File: src/logic/sir_pkg.sv
// Shared constants for the sensor input register bank
package sir_pkg;

  // ----------------------------------------------------------------
  // Register addresses (Modbus input register numbers)
  // ----------------------------------------------------------------
  localparam logic [15:0] ADDR_TEMPERATURE_READING = 16'h0001;
  localparam logic [15:0] ADDR_HUMIDITY_READING = 16'h0002;
  localparam logic [15:0] ADDR_DEW_POINT_READING = 16'h0003;
  localparam logic [15:0] ADDR_RESERVED_A_FIRST = 16'h0004;
  localparam logic [15:0] ADDR_RESERVED_A_LAST = 16'h000a;
  localparam logic [15:0] ADDR_TEMPERATURE_OUTPUT_LEVEL = 16'h000b;
  localparam logic [15:0] ADDR_HUMIDITY_OUTPUT_LEVEL = 16'h000c;
  localparam logic [15:0] ADDR_TEMPERATURE_RELAY_STATE = 16'h000d;
  localparam logic [15:0] ADDR_HUMIDITY_RELAY_STATE = 16'h000e;
  localparam logic [15:0] ADDR_ACTIVE_TEMPERATURE_RANGE = 16'h000f;
  localparam logic [15:0] ADDR_ACTIVE_HUMIDITY_RANGE = 16'h0010;
  localparam logic [15:0] ADDR_ACTIVE_TEMPERATURE_SETPOINT = 16'h0011;
  localparam logic [15:0] ADDR_ACTIVE_HUMIDITY_SETPOINT = 16'h0012;
  localparam logic [15:0] ADDR_TEMPERATURE_HYSTERESIS = 16'h0013;
  localparam logic [15:0] ADDR_HUMIDITY_HYSTERESIS = 16'h0014;
  localparam logic [15:0] ADDR_TEMPERATURE_SETPOINT_OUT_OF_RANGE = 16'h0015;
  localparam logic [15:0] ADDR_HUMIDITY_SETPOINT_OUT_OF_RANGE = 16'h0016;
  localparam logic [15:0] ADDR_RESERVED_B_FIRST = 16'h0017;
  localparam logic [15:0] ADDR_RESERVED_B_LAST = 16'h001d;
  localparam logic [15:0] ADDR_SENSOR_LINK_LOST = 16'h001e;

  // ----------------------------------------------------------------
  // Range codes and modes
  // ----------------------------------------------------------------
  localparam logic [2:0] RANGE_CODE_1 = 3'h1;
  localparam logic [2:0] RANGE_CODE_2 = 3'h2;
  localparam logic [2:0] RANGE_CODE_3 = 3'h3;
  localparam logic [2:0] RANGE_CODE_4 = 3'h4;
  localparam logic [2:0] RANGE_CODE_CUSTOM = 3'h5;
  localparam logic MODE_STANDALONE = 1'b0;
  localparam logic MODE_BUS = 1'b1;

  // ----------------------------------------------------------------
  // Range bounds in tenths
  // ----------------------------------------------------------------
  localparam logic signed [15:0] TEMP_R1_LO = 16'sh0000;
  localparam logic signed [15:0] TEMP_R1_HI = 16'sh012c;
  localparam logic signed [15:0] TEMP_R2_LO = 16'sh0064;
  localparam logic signed [15:0] TEMP_R2_HI = 16'sh0190;
  localparam logic signed [15:0] TEMP_R3_LO = 16'sh00c8;
  localparam logic signed [15:0] TEMP_R3_HI = 16'sh01f4;
  localparam logic signed [15:0] TEMP_R4_LO = 16'sh0000;
  localparam logic signed [15:0] TEMP_R4_HI = 16'sh01f4;
  localparam logic [15:0] HUM_R1_LO = 16'h00c8;
  localparam logic [15:0] HUM_R1_HI = 16'h0384;
  localparam logic [15:0] HUM_R2_LO = 16'h0000;
  localparam logic [15:0] HUM_R2_HI = 16'h0258;
  localparam logic [15:0] HUM_R3_LO = 16'h0000;
  localparam logic [15:0] HUM_R3_HI = 16'h0320;
  localparam logic [15:0] HUM_R4_LO = 16'h0000;
  localparam logic [15:0] HUM_R4_HI = 16'h03e8;

  // ----------------------------------------------------------------
  // Setpoint limits, hysteresis defaults, reset values
  // ----------------------------------------------------------------
  localparam logic signed [15:0] TEMP_SETPOINT_MIN = 16'sh0000;
  localparam logic signed [15:0] TEMP_SETPOINT_MAX = 16'sh01f4;
  localparam logic [15:0] HUM_SETPOINT_MAX = 16'h03e8;
  localparam logic [15:0] TEMP_HYSTERESIS_DEFAULT = 16'h0014;
  localparam logic [15:0] HUM_HYSTERESIS_DEFAULT = 16'h0032;
  localparam logic [15:0] RESET_DATA = 16'h0000;
  localparam logic [2:0] RESET_RANGE = 3'h1;
  localparam logic [2:0] RESET_JUMPER = 3'h0;

endpackage

File: src/logic/sir_register_bank.sv
// Read-only input register bank of the temperature and humidity sensor
`timescale 1ns/1ps

// What this block does
// Register 1 returns the measured temperature as a signed count of tenths of a degree.
// Register 2 returns the measured relative humidity as an unsigned count of tenths of a percent.
// Reserved addresses 4 to 10 and 23 to 29 read as zero and cannot be changed by any write.
// Registers 11 and 12 return each analogue output level as 0 to 1000 for 0 to 100 percent of scale.
// Registers 13 and 14 read 1 while the relay is energised and 0 while it is released.
// Register 15 holds temperature range code 1 to 5, from the jumper or from the configuration by mode.
// Register 16 holds humidity range code 1 to 5, from the jumper or from the configuration by mode.
// Register 17 holds the temperature setpoint in use, 0 to 500, from the trimmer or the configuration.
// Register 18 holds the humidity setpoint in use, 0 to 1000, from the trimmer or the configuration.
// Register 19 shows the temperature relay hysteresis in tenths of a degree.
// Register 20 shows the humidity relay hysteresis in tenths of a percent.
// Register 21 reads 1 while the temperature setpoint is outside the working range, else 0.
// Register 22 reads 1 while the humidity setpoint is outside the working range, else 0.
// Register 30 reads 1 while the link to the sensor module has failed, else 0.
// Mode 0 uses jumpers and trimmers, mode 1 lets the configuration override them.
module sir_register_bank #(
  parameter logic [15:0] TEMP_HYSTERESIS = sir_pkg::TEMP_HYSTERESIS_DEFAULT,
  parameter logic [15:0] HUM_HYSTERESIS = sir_pkg::HUM_HYSTERESIS_DEFAULT
) (
  input wire logic clk_i,
  input wire logic rst_n_i,
  input wire logic ce_i,
  // Register read port from the frame engine
  input wire logic rd_i,
  input wire logic [15:0] addr_i,
  output logic [15:0] rdata_o,
  output logic rvalid_o,
  output logic addr_err_o,
  // Measurement path, same clock
  input wire logic signed [15:0] temperature_i,
  input wire logic [15:0] humidity_i,
  input wire logic signed [15:0] dew_point_i,
  input wire logic [15:0] temperature_analog_out_i,
  input wire logic [15:0] humidity_analog_out_i,
  input wire logic temperature_relay_on_i,
  input wire logic humidity_relay_on_i,
  input wire logic sensor_link_fail_i,
  // Trimmer readings, same clock
  input wire logic signed [15:0] temperature_trimmer_i,
  input wire logic [15:0] humidity_trimmer_i,
  // Range jumpers, from pins
  input wire logic [2:0] temperature_jumper_i,
  input wire logic [2:0] humidity_jumper_i,
  // Configuration, same clock
  input wire logic operating_mode_i,
  input wire logic [2:0] cfg_temperature_range_i,
  input wire logic [2:0] cfg_humidity_range_i,
  input wire logic signed [15:0] cfg_temperature_min_i,
  input wire logic signed [15:0] cfg_temperature_max_i,
  input wire logic [15:0] cfg_humidity_min_i,
  input wire logic [15:0] cfg_humidity_max_i,
  input wire logic signed [15:0] cfg_temperature_setpoint_i,
  input wire logic [15:0] cfg_humidity_setpoint_i
);

  // ----------------------------------------------------------------
  // Jumper synchronisers
  // ----------------------------------------------------------------
  logic [2:0] tj_meta_q, tj_meta_d, tj_sync_q, tj_sync_d;
  logic [2:0] hj_meta_q, hj_meta_d, hj_sync_q, hj_sync_d;

  always_comb begin
    tj_meta_d = temperature_jumper_i;
    tj_sync_d = tj_meta_q;
    hj_meta_d = humidity_jumper_i;
    hj_sync_d = hj_meta_q;
  end

  always_ff @(posedge clk_i or negedge rst_n_i) begin
    if (!rst_n_i) begin
      tj_meta_q <= sir_pkg::RESET_JUMPER;
      tj_sync_q <= sir_pkg::RESET_JUMPER;
      hj_meta_q <= sir_pkg::RESET_JUMPER;
      hj_sync_q <= sir_pkg::RESET_JUMPER;
    end else if (ce_i) begin
      tj_meta_q <= tj_meta_d;
      tj_sync_q <= tj_sync_d;
      hj_meta_q <= hj_meta_d;
      hj_sync_q <= hj_sync_d;
    end
  end

  // ----------------------------------------------------------------
  // Active range, setpoint and out-of-range status
  // ----------------------------------------------------------------
  logic [2:0] trange_q, trange_d, hrange_q, hrange_d;
  logic signed [15:0] tsp_q, tsp_d;
  logic [15:0] hsp_q, hsp_d;
  logic tflag_q, tflag_d, hflag_q, hflag_d;
  logic [2:0] tcode, hcode;
  logic signed [15:0] tsel, tlo, thi;
  logic [15:0] hsel, hlo, hhi;

  always_comb begin
    // Configuration overrides jumpers and trimmers only in bus mode
    if (operating_mode_i == sir_pkg::MODE_BUS) begin
      tcode = cfg_temperature_range_i;
      hcode = cfg_humidity_range_i;
      tsel = cfg_temperature_setpoint_i;
      hsel = cfg_humidity_setpoint_i;
    end else begin
      tcode = tj_sync_q;
      hcode = hj_sync_q;
      tsel = temperature_trimmer_i;
      hsel = humidity_trimmer_i;
    end
    // Unknown codes fall back to the first range
    if (tcode >= sir_pkg::RANGE_CODE_1 && tcode <= sir_pkg::RANGE_CODE_CUSTOM) begin
      trange_d = tcode;
    end else begin
      trange_d = sir_pkg::RANGE_CODE_1;
    end
    if (hcode >= sir_pkg::RANGE_CODE_1 && hcode <= sir_pkg::RANGE_CODE_CUSTOM) begin
      hrange_d = hcode;
    end else begin
      hrange_d = sir_pkg::RANGE_CODE_1;
    end
    // Setpoints saturate to their legal span
    if (tsel < sir_pkg::TEMP_SETPOINT_MIN) begin
      tsp_d = sir_pkg::TEMP_SETPOINT_MIN;
    end else if (tsel > sir_pkg::TEMP_SETPOINT_MAX) begin
      tsp_d = sir_pkg::TEMP_SETPOINT_MAX;
    end else begin
      tsp_d = tsel;
    end
    if (hsel > sir_pkg::HUM_SETPOINT_MAX) begin
      hsp_d = sir_pkg::HUM_SETPOINT_MAX;
    end else begin
      hsp_d = hsel;
    end
    unique case (trange_q)
      sir_pkg::RANGE_CODE_2: begin
        tlo = sir_pkg::TEMP_R2_LO;
        thi = sir_pkg::TEMP_R2_HI;
      end
      sir_pkg::RANGE_CODE_3: begin
        tlo = sir_pkg::TEMP_R3_LO;
        thi = sir_pkg::TEMP_R3_HI;
      end
      sir_pkg::RANGE_CODE_4: begin
        tlo = sir_pkg::TEMP_R4_LO;
        thi = sir_pkg::TEMP_R4_HI;
      end
      sir_pkg::RANGE_CODE_CUSTOM: begin
        tlo = cfg_temperature_min_i;
        thi = cfg_temperature_max_i;
      end
      default: begin
        tlo = sir_pkg::TEMP_R1_LO;
        thi = sir_pkg::TEMP_R1_HI;
      end
    endcase
    unique case (hrange_q)
      sir_pkg::RANGE_CODE_2: begin
        hlo = sir_pkg::HUM_R2_LO;
        hhi = sir_pkg::HUM_R2_HI;
      end
      sir_pkg::RANGE_CODE_3: begin
        hlo = sir_pkg::HUM_R3_LO;
        hhi = sir_pkg::HUM_R3_HI;
      end
      sir_pkg::RANGE_CODE_4: begin
        hlo = sir_pkg::HUM_R4_LO;
        hhi = sir_pkg::HUM_R4_HI;
      end
      sir_pkg::RANGE_CODE_CUSTOM: begin
        hlo = cfg_humidity_min_i;
        hhi = cfg_humidity_max_i;
      end
      default: begin
        hlo = sir_pkg::HUM_R1_LO;
        hhi = sir_pkg::HUM_R1_HI;
      end
    endcase
    tflag_d = (tsp_q < tlo) || (tsp_q > thi);
    hflag_d = (hsp_q < hlo) || (hsp_q > hhi);
  end

  always_ff @(posedge clk_i or negedge rst_n_i) begin
    if (!rst_n_i) begin
      trange_q <= sir_pkg::RESET_RANGE;
      hrange_q <= sir_pkg::RESET_RANGE;
      tsp_q <= sir_pkg::RESET_DATA;
      hsp_q <= sir_pkg::RESET_DATA;
      tflag_q <= 1'b0;
      hflag_q <= 1'b0;
    end else if (ce_i) begin
      trange_q <= trange_d;
      hrange_q <= hrange_d;
      tsp_q <= tsp_d;
      hsp_q <= hsp_d;
      tflag_q <= tflag_d;
      hflag_q <= hflag_d;
    end
  end

  // ----------------------------------------------------------------
  // Read port
  // ----------------------------------------------------------------
  logic [15:0] rdata_q, rdata_d;
  logic rvalid_q, rvalid_d, err_q, err_d;
  logic [15:0] word;
  logic hit;

  always_comb begin
    word = sir_pkg::RESET_DATA;
    hit = 1'b1;
    unique case (addr_i)
      sir_pkg::ADDR_TEMPERATURE_READING: word = temperature_i;
      sir_pkg::ADDR_HUMIDITY_READING: word = humidity_i;
      sir_pkg::ADDR_DEW_POINT_READING: word = dew_point_i;
      sir_pkg::ADDR_TEMPERATURE_OUTPUT_LEVEL: word = temperature_analog_out_i;
      sir_pkg::ADDR_HUMIDITY_OUTPUT_LEVEL: word = humidity_analog_out_i;
      sir_pkg::ADDR_TEMPERATURE_RELAY_STATE: word = {15'h0000, temperature_relay_on_i};
      sir_pkg::ADDR_HUMIDITY_RELAY_STATE: word = {15'h0000, humidity_relay_on_i};
      sir_pkg::ADDR_ACTIVE_TEMPERATURE_RANGE: word = {13'h0000, trange_q};
      sir_pkg::ADDR_ACTIVE_HUMIDITY_RANGE: word = {13'h0000, hrange_q};
      sir_pkg::ADDR_ACTIVE_TEMPERATURE_SETPOINT: word = tsp_q;
      sir_pkg::ADDR_ACTIVE_HUMIDITY_SETPOINT: word = hsp_q;
      sir_pkg::ADDR_TEMPERATURE_HYSTERESIS: word = TEMP_HYSTERESIS;
      sir_pkg::ADDR_HUMIDITY_HYSTERESIS: word = HUM_HYSTERESIS;
      sir_pkg::ADDR_TEMPERATURE_SETPOINT_OUT_OF_RANGE: word = {15'h0000, tflag_q};
      sir_pkg::ADDR_HUMIDITY_SETPOINT_OUT_OF_RANGE: word = {15'h0000, hflag_q};
      sir_pkg::ADDR_SENSOR_LINK_LOST: word = {15'h0000, sensor_link_fail_i};
      default: begin
        // Reserved words read zero; anything outside the map is flagged
        word = sir_pkg::RESET_DATA;
        hit = ((addr_i >= sir_pkg::ADDR_RESERVED_A_FIRST) && (addr_i <= sir_pkg::ADDR_RESERVED_A_LAST)) ||
              ((addr_i >= sir_pkg::ADDR_RESERVED_B_FIRST) && (addr_i <= sir_pkg::ADDR_RESERVED_B_LAST));
      end
    endcase
    rvalid_d = rd_i;
    err_d = rd_i && !hit;
    rdata_d = rd_i ? word : rdata_q;
  end

  always_ff @(posedge clk_i or negedge rst_n_i) begin
    if (!rst_n_i) begin
      rdata_q <= sir_pkg::RESET_DATA;
      rvalid_q <= 1'b0;
      err_q <= 1'b0;
    end else if (ce_i) begin
      rdata_q <= rdata_d;
      rvalid_q <= rvalid_d;
      err_q <= err_d;
    end
  end

  assign rdata_o = rdata_q;
  assign rvalid_o = rvalid_q;
  assign addr_err_o = err_q;

endmodule

File: config.mk
export PLATFORM = sky130hd
export DESIGN_NAME = sir_register_bank
export DESIGN_NICKNAME = d
export VERILOG_FILES = /design/src/logic/sir_pkg.sv /design/src/logic/sir_register_bank.sv
export SDC_FILE = /design/constraint.sdc
export NUM_CORES = 1
export LEC_CHECK = 0
export BUFFER_PORTS_ARGS = -buffer_cell sky130_fd_sc_hd__buf_2
export CORE_ASPECT_RATIO = 1.25
export CORE_MARGIN = 4
export CORE_UTILIZATION = 25
export CTS_BUF_LIST = sky130_fd_sc_hd__clkbuf_8
export DETAILED_ROUTE_END_ITERATION = 10
export SYNTH_ARGS = -nofsm -noshare
export SYNTH_HDL_FRONTEND = slang
export SYNTH_SLANG_ARGS = --single-unit
File: constraint.sdc
create_clock -name clk_i -period 2.4 [get_ports clk_i]
set_input_delay 0.12 -clock clk_i [delete_from_list [all_inputs] [get_ports clk_i]]
set_output_delay 0.12 -clock clk_i [all_outputs]
set_load 0.005 [all_outputs]
Yosys cells after proc, flatten, opt, wreduce, memory -nomap -nowiden
Index checks and enable logic that the tools add are counted.

operators by class
  magnitude comparators = 15
  eq/ne operators = 24
  mux-type cells = 15
  reductions and logical operators = 13

operators by type and width
  cell                                                                    number
  16-bit one-hot mux with 16 select lines                                 1
  16-bit by 5-bit == test with 1-bit output, second input constant        8
  16-bit one-hot mux with 3 select lines                                  2
  16-bit by 4-bit == test with 1-bit output, second input constant        5
  16-bit two-way mux                                                      5
  16-bit one-hot mux with 4 select lines                                  1
  16-bit by 2-bit == test with 1-bit output, second input constant        2
  16-bit by 10-bit > comparator with 1-bit output, second input constant  2
  16-bit > comparator                                                     2
  16-bit < comparator                                                     2
  16-bit one-hot mux with 2 select lines                                  1
  16-bit by 1-bit == test with 1-bit output, second input constant        1
  16-bit by 3-bit >= comparator with 1-bit output, second input constant  1
  16-bit by 5-bit >= comparator with 1-bit output, second input constant  1
  16-bit by 4-bit <= comparator with 1-bit output, second input constant  1
  16-bit by 5-bit <= comparator with 1-bit output, second input constant  1
  16-bit by 1-bit < comparator with 1-bit output, second input constant   1
  16-bit OR reduction                                                     1
  3-bit by 2-bit == test with 1-bit output, second input constant         4
  3-bit == test, second input constant                                    4
  3-bit two-way mux                                                       4
  3-bit by 1-bit >= comparator with 1-bit output, second input constant   2
  3-bit <= comparator, second input constant                              2
  1-bit logical AND                                                       5
  6 further kinds                                                         8

storage, ports and cells
  register bits after elaboration = 70
  input port bits = 244
  output and inout port bits = 18
  logic and storage cells = 80

Depth between registers and ports, before layout
Gate-level depths: netlist (run 1).

  depth after elaboration = 6
  gate-level depth with buffers = 12
  mapped depth without buffers = 12

Worst setup path before layout (run 1)
No wires, ideal clock.

  path kind = register to register
  start point = register hrange_q[0]
  end point = register hflag_q
  library setup time = 0.134 ns
  arrival = 2.415 ns
  data required time = 2.266 ns
  setup slack = -0.150 ns
  stages on the path, launching flop included = 12
  buffers on the path = 2
  period minus slack after synthesis = 2.550 ns
  cell sequence = dfstp_2 -> and3_1 -> clkbuf_1 -> clkbuf_1 -> nand2_1 -> ha_1 -> nor2b_1 -> o21a_1 -> o21ai_0 -> or4bb_1 -> a21oi_1 -> o32ai_1

on the way
  word-level cells in the longest chain between the ends = 5
  elaborated cells on any way between the ends = 10
  classes of those cells = order compare: 2; eq/ne: 4; mux: 2; reduce/logical: 2

RTL lines
  element                                                                    line                      text
  start, declared                                                            sir_register_bank.sv:90   logic [2:0] trange_q, trange_d, hrange_q, hrange_d;
  start signal, assigned                                                     sir_register_bank.sv:186  hrange_q <= sir_pkg::RESET_RANGE;
  start signal, assigned                                                     sir_register_bank.sv:193  hrange_q <= hrange_d;
  3-bit == test or 3-bit by 2-bit == test with 1-bit output (tied branches)  sir_register_bank.sv:157  unique case (hrange_q)
  3-bit OR reduction (no source line)                                        --
  16-bit one-hot mux with 2 select lines                                     sir_register_bank.sv:157
  16-bit < comparator                                                        sir_register_bank.sv:180  hflag_d = (hsp_q < hlo) || (hsp_q > hhi);
  1-bit logical OR *                                                         sir_register_bank.sv:180
  end signal, assigned                                                       sir_register_bank.sv:197  hflag_q <= hflag_d;
  end, declared                                                              sir_register_bank.sv:93   logic tflag_q, tflag_d, hflag_q, hflag_d;

Every way passes the cells marked *; elsewhere a longest branch is shown, timed or not.
A chain may end at the register's enable or synchronous reset.

Worst setup path after layout (run 1)
Ends and elaborated chain as after synthesis.

==> metrics.md, run 1 <==
| Metric | Value |
|---|---|
| Run status | `completed` |
| Initial Utilization | `0.254` |
| Die Y | `176 µm` |
| Pre-CTS WS | `0.00754 ns` |
| Clk sinks | `69` |
| Register bit total from synthesis | `69` |
| Number of synthesized flops with an enable pin | `0` |
| Syn avg cell area | `8.62 µm²` |
| First DRT Iteration DRCs | `229` |
| FFs w/ async S/R, synth | `1.00` |
| GP Congestion | `0.876` |
| DR vias | `6,138` |
| Root Buffer | `clkbuf_8` |
| Worst VDD drop | `0.213 mV` |
| Clk buf depth | `2` |
| Share of cells above drive strength 1 | `0.353` |
| First-pass GRT wire length | `32.9 mm` |
| F_max | `431 MHz` |
| Die X-Extent | `142 µm` |
| WL/cell | `18.3 µm` |
| CP Launch Type | `flop` |
| Fin crit share | `0.966` |
| Largest net degree at the start of global routing | `70` |
| CP max FO | `11` |
| Slew @ Worst Pin | `0.949 ns` |
| Clock Skew | `0.0100 ns` |
| Cell variety after synth | `62` |
| Cell Rows | `61` |
| Worst-path clk slew | `0.08 ns` |
| Drt total wl | `22.2 mm` |
| Clock Latency Late Sink | `0.37 ns` |
| Vias/cell | `5.06` |
| # H-tree levels | `3` |
| Cell Pwr Density | `456 nW/µm²` |
| Post-DP HPWL | `18.3 mm` |
| Post-route minimum period | `2.32 ns` |
| Total die area | `25,000 µm²` |
| Placeable Area | `22,200 µm²` |
| Gate Count Post-Synth | `654` |
| Fin nets | `1,225` |
| DRC | `0` |
| Fin. Hold Viols | `0` |
| Relative slew slack | `0.367` |
| Initial antenna violation count | `5` |
| Critical path arrival | `2.56 ns` |
| Post-Syn Nets | `958` |
| WHS | `0.0441 ns` |
| Lkg Pwr | `3.65 nW` |
| CTS tree | `built` |
| Nature of the critical path endpoint | `flop` |
| Area growth, synth to finish | `35.5%` |
| Final setup viols | `0` |
| Max_cap viols | `0` |
| Commonest non-fill, non-tap cell in the layout | `buf_2` |
| CTS Buf Count | `9` |
| Worst endpoint required time | `2.65 ns` |
| YS warnings | `0` |
| DRT Pass-1 Iters | `6` |
| Vias in the first global route | `6,247` |
| Overflow after GRT | `0` |
| I/O pin count | `262` |
| Port bufs | `261` |
| HP Class | `in2reg` |
| Slew Viols, Final | `0` |
| Cell Area, Synth | `5640 µm²` |
| Post-CTS Setup Bufs | `0` |
| Final ANT Viol Nets | `0` |
| Global Route Usage Sum | `0.171` |
| Worst Path Class, Setup | `reg2reg` |
| Post-route cell area | `7640 µm²` |
| Worst setup margin | `0.0824 ns` |
| Post-synth top flop | `dfrtp_1` |
| Placed cell areas | `7310 µm²` |
| Commonest non-fill, non-tap cells in the layout | `buf_2 (260), nand2_1 (86), dfrtp_1 (67)` |
| Sequential area share after synthesis | `0.307` |
routing by layer:
layer  GRT usage  up-vias  routed length (µm)
li1            -     3012                   -
met1       0.197     2875                8780
met2       0.299      211               11200
met3      0.0425       36                1500
met4      0.0701        4                 652
met5           0        -                  34
sequential cells by signal, summed over array words and instances (netlist names):
signal and cells:
addr_err_o 1, tsp_q 15, hj_sync_q 3, tflag_q 1
tj_meta_q 3, rvalid_o 1, hsp_q 16, hrange_q 3
trange_q 3, hflag_q 1, hj_meta_q 3, rdata_o 16
tj_sync_q 3
area by class of cell:
class | count | area [µm²]
Multi-Input combinational cell | 522 | 3650
Clock inverter | 7 | 73.8
Sequential cell | 69 | 1730
Inverter | 26 | 97.6
Timing Repair Buffer | 293 | 1600
Clock buffer | 9 | 124
Antenna cell | 3 | 7.51
Fill cell | 2360 | 14600
Tap cell | 283 | 354
path summary, 6_finish.rpt:
path | depth (start not counted) | slack [ns] | end | start
worst max-delay path | 10 | 0.08 | hflag_q | hrange_q[0]
worst min-delay path | 3 | 0.04 | tsp_q[1] | temperature_trimmer_i[1]
worst max register to register | 10 | 0.08 | hflag_q | hrange_q[0]
worst min register to register | 1 | 0.51 | tj_meta_q[0] | tj_meta_q[0]
max in group asynchronous | 2 | 1.34 | addr_err_o | rst_n_i
min in group asynchronous | 2 | 0.44 | tj_sync_q[2] | rst_n_i
where the power goes:
| group | leakage [nW] | total, mW | internal (mW) | switching [mW] |
|---|---|---|---|---|
| clock | 0.0996 | 0.999 | 0.483 | 0.516 |
| combinational | 2.70 | 1.13 | 0.552 | 0.577 |
| sequential | 0.846 | 1.36 | 1.27 | 0.0895 |
worst max-delay path: stages (launching register included):
cell,delay [ns]
dfstp_2,0.55
buf_6,0.14
inv_1,0.06
o21ai_0,0.17
o21a_1,0.16
ha_1,0.25
a21oi_2,0.12
nor2_1,0.06
or4bb_1,0.49
a21oi_2,0.13
o32ai_1,0.07
cells by family after synthesis:
logic type | after synthesis | synth area share
compound gates | 189 | 0.232
xor+xnor | 2 | 0.00311
fa+ha+maj | 60 | 0.133
buf+inv | 63 | 0.0490
flops | 69 | 0.307
mux | 38 | 0.0703
simple gates | 233 | 0.206
synth_stat cells, drive strengths merged (8+ instances only):
| cell type | number | area share |
|---|---|---|
| nor2b | 20 | 0.022 |
| nand3 | 10 | 0.0089 |
| nand3b | 9 | 0.012 |
| nand2b | 11 | 0.012 |
| nor2 | 51 | 0.034 |
| nand4 | 8 | 0.0089 |
| a22o | 11 | 0.017 |
| o22ai | 18 | 0.020 |
| clkbuf | 23 | 0.015 |
| mux2i | 25 | 0.044 |
| a31oi | 20 | 0.022 |
| inv | 26 | 0.017 |
| o21ai | 28 | 0.025 |
| mux2 | 13 | 0.026 |
| dfrtp | 67 | 0.30 |
| a21oi | 36 | 0.032 |
| a222oi | 16 | 0.028 |
| nand2 | 86 | 0.057 |
| ha | 60 | 0.13 |
| a211oi | 8 | 0.011 |
| buf | 14 | 0.016 |
| a221oi | 17 | 0.026 |
metrics by stage:
stage	total power, mW	util	std cells	TNS (ns)
floorplan	1.98	-	654	0
global placement	2.46	0.329	1184	0
detailed placement	2.48	0.329	1184	0
CTS	3.52	0.342	1209	0
global route	3.74	0.344	1212	-0.0103
finish	3.48	0.344	1212	0
timing repair:
action,in CTS,in global routing
pin swaps,0,2
gates resized for setup,1,9
setup endpoints to repair,1,2
hold buffers,9,0
endpoints found under the hold margin,75,0
(Power assumes the default switching activity.)
==> inputs of run 2 (changes only) <==
--- a/config.mk
+++ b/config.mk
@@ -13,2 +13,3 @@
 export DETAILED_ROUTE_END_ITERATION = 10
+export PLACE_DENSITY = 0.61
 export SYNTH_ARGS = -nofsm -noshare
--- a/constraint.sdc
+++ b/constraint.sdc
@@ -3,2 +3,2 @@
 set_output_delay 0.12 -clock clk_i [all_outputs]
-set_load 0.005 [all_outputs]
+set_load 0.02 [all_outputs]
==> metrics.md, run 2 (same netlist as run 1, synthesis figures left out) <==
| Metric | Value |
|---|---|
| Share of cells above drive strength 1 | `0.358` |
| GP Congestion | `0.832` |
| Die X-Extent | `142 µm` |
| R2r endpoint | `hflag_q` |
| Fin nets | `1,224` |
| Total die area | `25,000 µm²` |
| Fin crit share | `0.949` |
| Launching point of the worst reg2reg path | `hrange_q[2]` |
| Cell Rows | `61` |
| Final ANT Viol Nets | `0` |
| Net Switching | `1.25 mW` |
| Critical path arrival | `2.53 ns` |
| Nature of the critical path endpoint | `flop` |
| Area growth, synth to finish | `36.3%` |
| I/O pin count | `262` |
| Multi-input gate area | `3680 µm²` |
| Initial antenna violation count | `7` |
| CP max stage cell | `or4bb_1` |
| Post-route cell area | `7690 µm²` |
| Worst VDD drop | `0.325 mV` |
| Worst setup margin | `0.124 ns` |
| Run status | `completed` |
| Cell Pwr Density | `463 nW/µm²` |
| # H-tree levels | `3` |
| Post-route minimum period | `2.28 ns` |
| Slew Viols, Final | `0` |
| Clock Skew | `0.0153 ns` |
| Clk network pwr share | `0.288` |
| Clock Latency Late Sink | `0.37 ns` |
| Commonest non-fill, non-tap cell in the layout | `buf_2` |
| Initial Utilization | `0.254` |
| CTS Buf Count | `9` |
| Worst endpoint required time | `2.66 ns` |
| Lkg Pwr | `3.65 nW` |
| DRT Pass-1 Iters | `5` |
| Slew @ Worst Pin | `0.932 ns` |
| Vias/cell | `5.03` |
| Net Sw Frac | `0.350` |
| Worst reg-to-reg setup slack | `0.12 ns` |
| Root Buffer | `clkbuf_8` |
| Core occupancy in the finished layout | `0.346` |
| WL/cell | `18.4 µm` |
| Setup TNS | `0 ns` |
| First-pass GRT wire length | `32.9 mm` |
| Seq pwr share | `0.381` |
| First DRT Iteration DRCs | `275` |
| WHS | `0.0424 ns` |
| Fin. Hold Viols | `0` |
| Vias in the first global route | `6,192` |
| Logic pwr share | `0.330` |
| F_max | `439 MHz` |
| Worst-path clk slew | `0.09 ns` |
| Clk buf depth | `2` |
| Post-DP HPWL | `18.4 mm` |
| Fillers | `2,359` |
| DRC | `0` |
| Overflow after GRT | `0` |
| Max_cap viols | `0` |
| Drt total wl | `22.3 mm` |
| Die Y | `176 µm` |
| Commonest non-fill, non-tap cells in the layout | `buf_2 (260), nand2_1 (85), dfrtp_1 (67)` |
| CP max stage delay | `0.49 ns` |
| Global Route Usage Sum | `0.170` |
| Internal Power | `2.31 mW` |
| Relative slew slack | `0.379` |
| DR vias | `6,086` |
| Placeable Area | `22,200 µm²` |
| Pre-CTS WS | `-0.0173 ns` |
| Hold Path End | `addr_err_o` |
| Clk sinks | `69` |
| FF/Latch Area | `1730 µm²` |
| Placed cell areas | `7320 µm²` |
| Hold path depth | `2` |
| Worst Path Class, Setup | `reg2reg` |
| Cell Chain, Critical Path | `inv_1 -> nand2_1 -> o21a_1 -> ha_1 -> a21oi_1 -> nor2_1 -> or4bb_1 -> a21oi_2 -> o32ai_2` |
| Hold path startpoint | `ce_i` |
| CTS tree | `built` |
| HP Class | `in2reg` |
| Worst r2r path cells | `9` |
| Largest net degree at the start of global routing | `70` |
| Port bufs | `261` |
| Final setup viols | `0` |
| CP Launch Type | `flop` |
| CP max FO | `7` |
run 2: final cells by class:
class,count,share of cell area
inverters,26,0.0127
clock buffers,9,0.0161
flip-flops and latches,69,0.225
clock inverters,7,0.0104
diodes,3,0.000977
well taps,283,0.0461
multi-input cells,522,0.479
repair buffers,292,0.210
run 2: worst max path at each step:
stage               to         from  slack [ns]  depth (start not counted)
3_3_place_gp   hflag_q  hrange_q[0]        0.04                          8
4_1_cts        hflag_q  hrange_q[0]        0.02                          8
5_1_grt        hflag_q  hrange_q[2]       -0.01                          9
3_5_place_dp   hflag_q  hrange_q[0]       -0.02                          8
2_1_floorplan  hflag_q  hrange_q[0]        0.04                         11
6_report       hflag_q  hrange_q[2]        0.12                          9
run 2: repair_timing:
action,CTS,global route
hold endpoints to repair,75,0
buffers inserted,0,1
gates cloned,0,0
hold buffers,9,0
pin swaps,0,5
gates resized for setup,1,13
endpoints found under the setup margin,1,2
run 2: power groups by stage:
stage | clock network [mW] | registers [mW] | logic [mW]
after floorplan | 0 | 1.38 | 0.634
after global placement | 0 | 1.38 | 1.12
after detailed placement | 0 | 1.39 | 1.14
after CTS | 1.06 | 1.36 | 1.16
after global routing | 1.11 | 1.37 | 1.32
final | 1.03 | 1.36 | 1.18
run 2: critical path, delay by kind of cell (launching register included):
kind | cells | cell delay [ns]
adders and majority gates | 1 | 0.30
and+or+nand+nor | 3 | 0.74
AOI/OAI and AO/OA | 4 | 0.59
buffers and inverters | 1 | 0.12
DFF | 1 | 0.41
run 2: per-layer routing:
layer	global-route usage	part of all wire	routed length, µm
met2	0.304	0.51	11300
met3	0.0433	0.071	1590
met4	0.0642	0.030	665
met5	0	0.0019	42
met1	0.194	0.39	8670
run 2: through the flow:
stage / power [mW] / instances
CTS: 3.58 / 1207
global route: 3.81 / 1211
detailed placement: 2.52 / 1182
finish: 3.56 / 1211
global placement: 2.50 / 1182
floorplan: 2.02 / 654
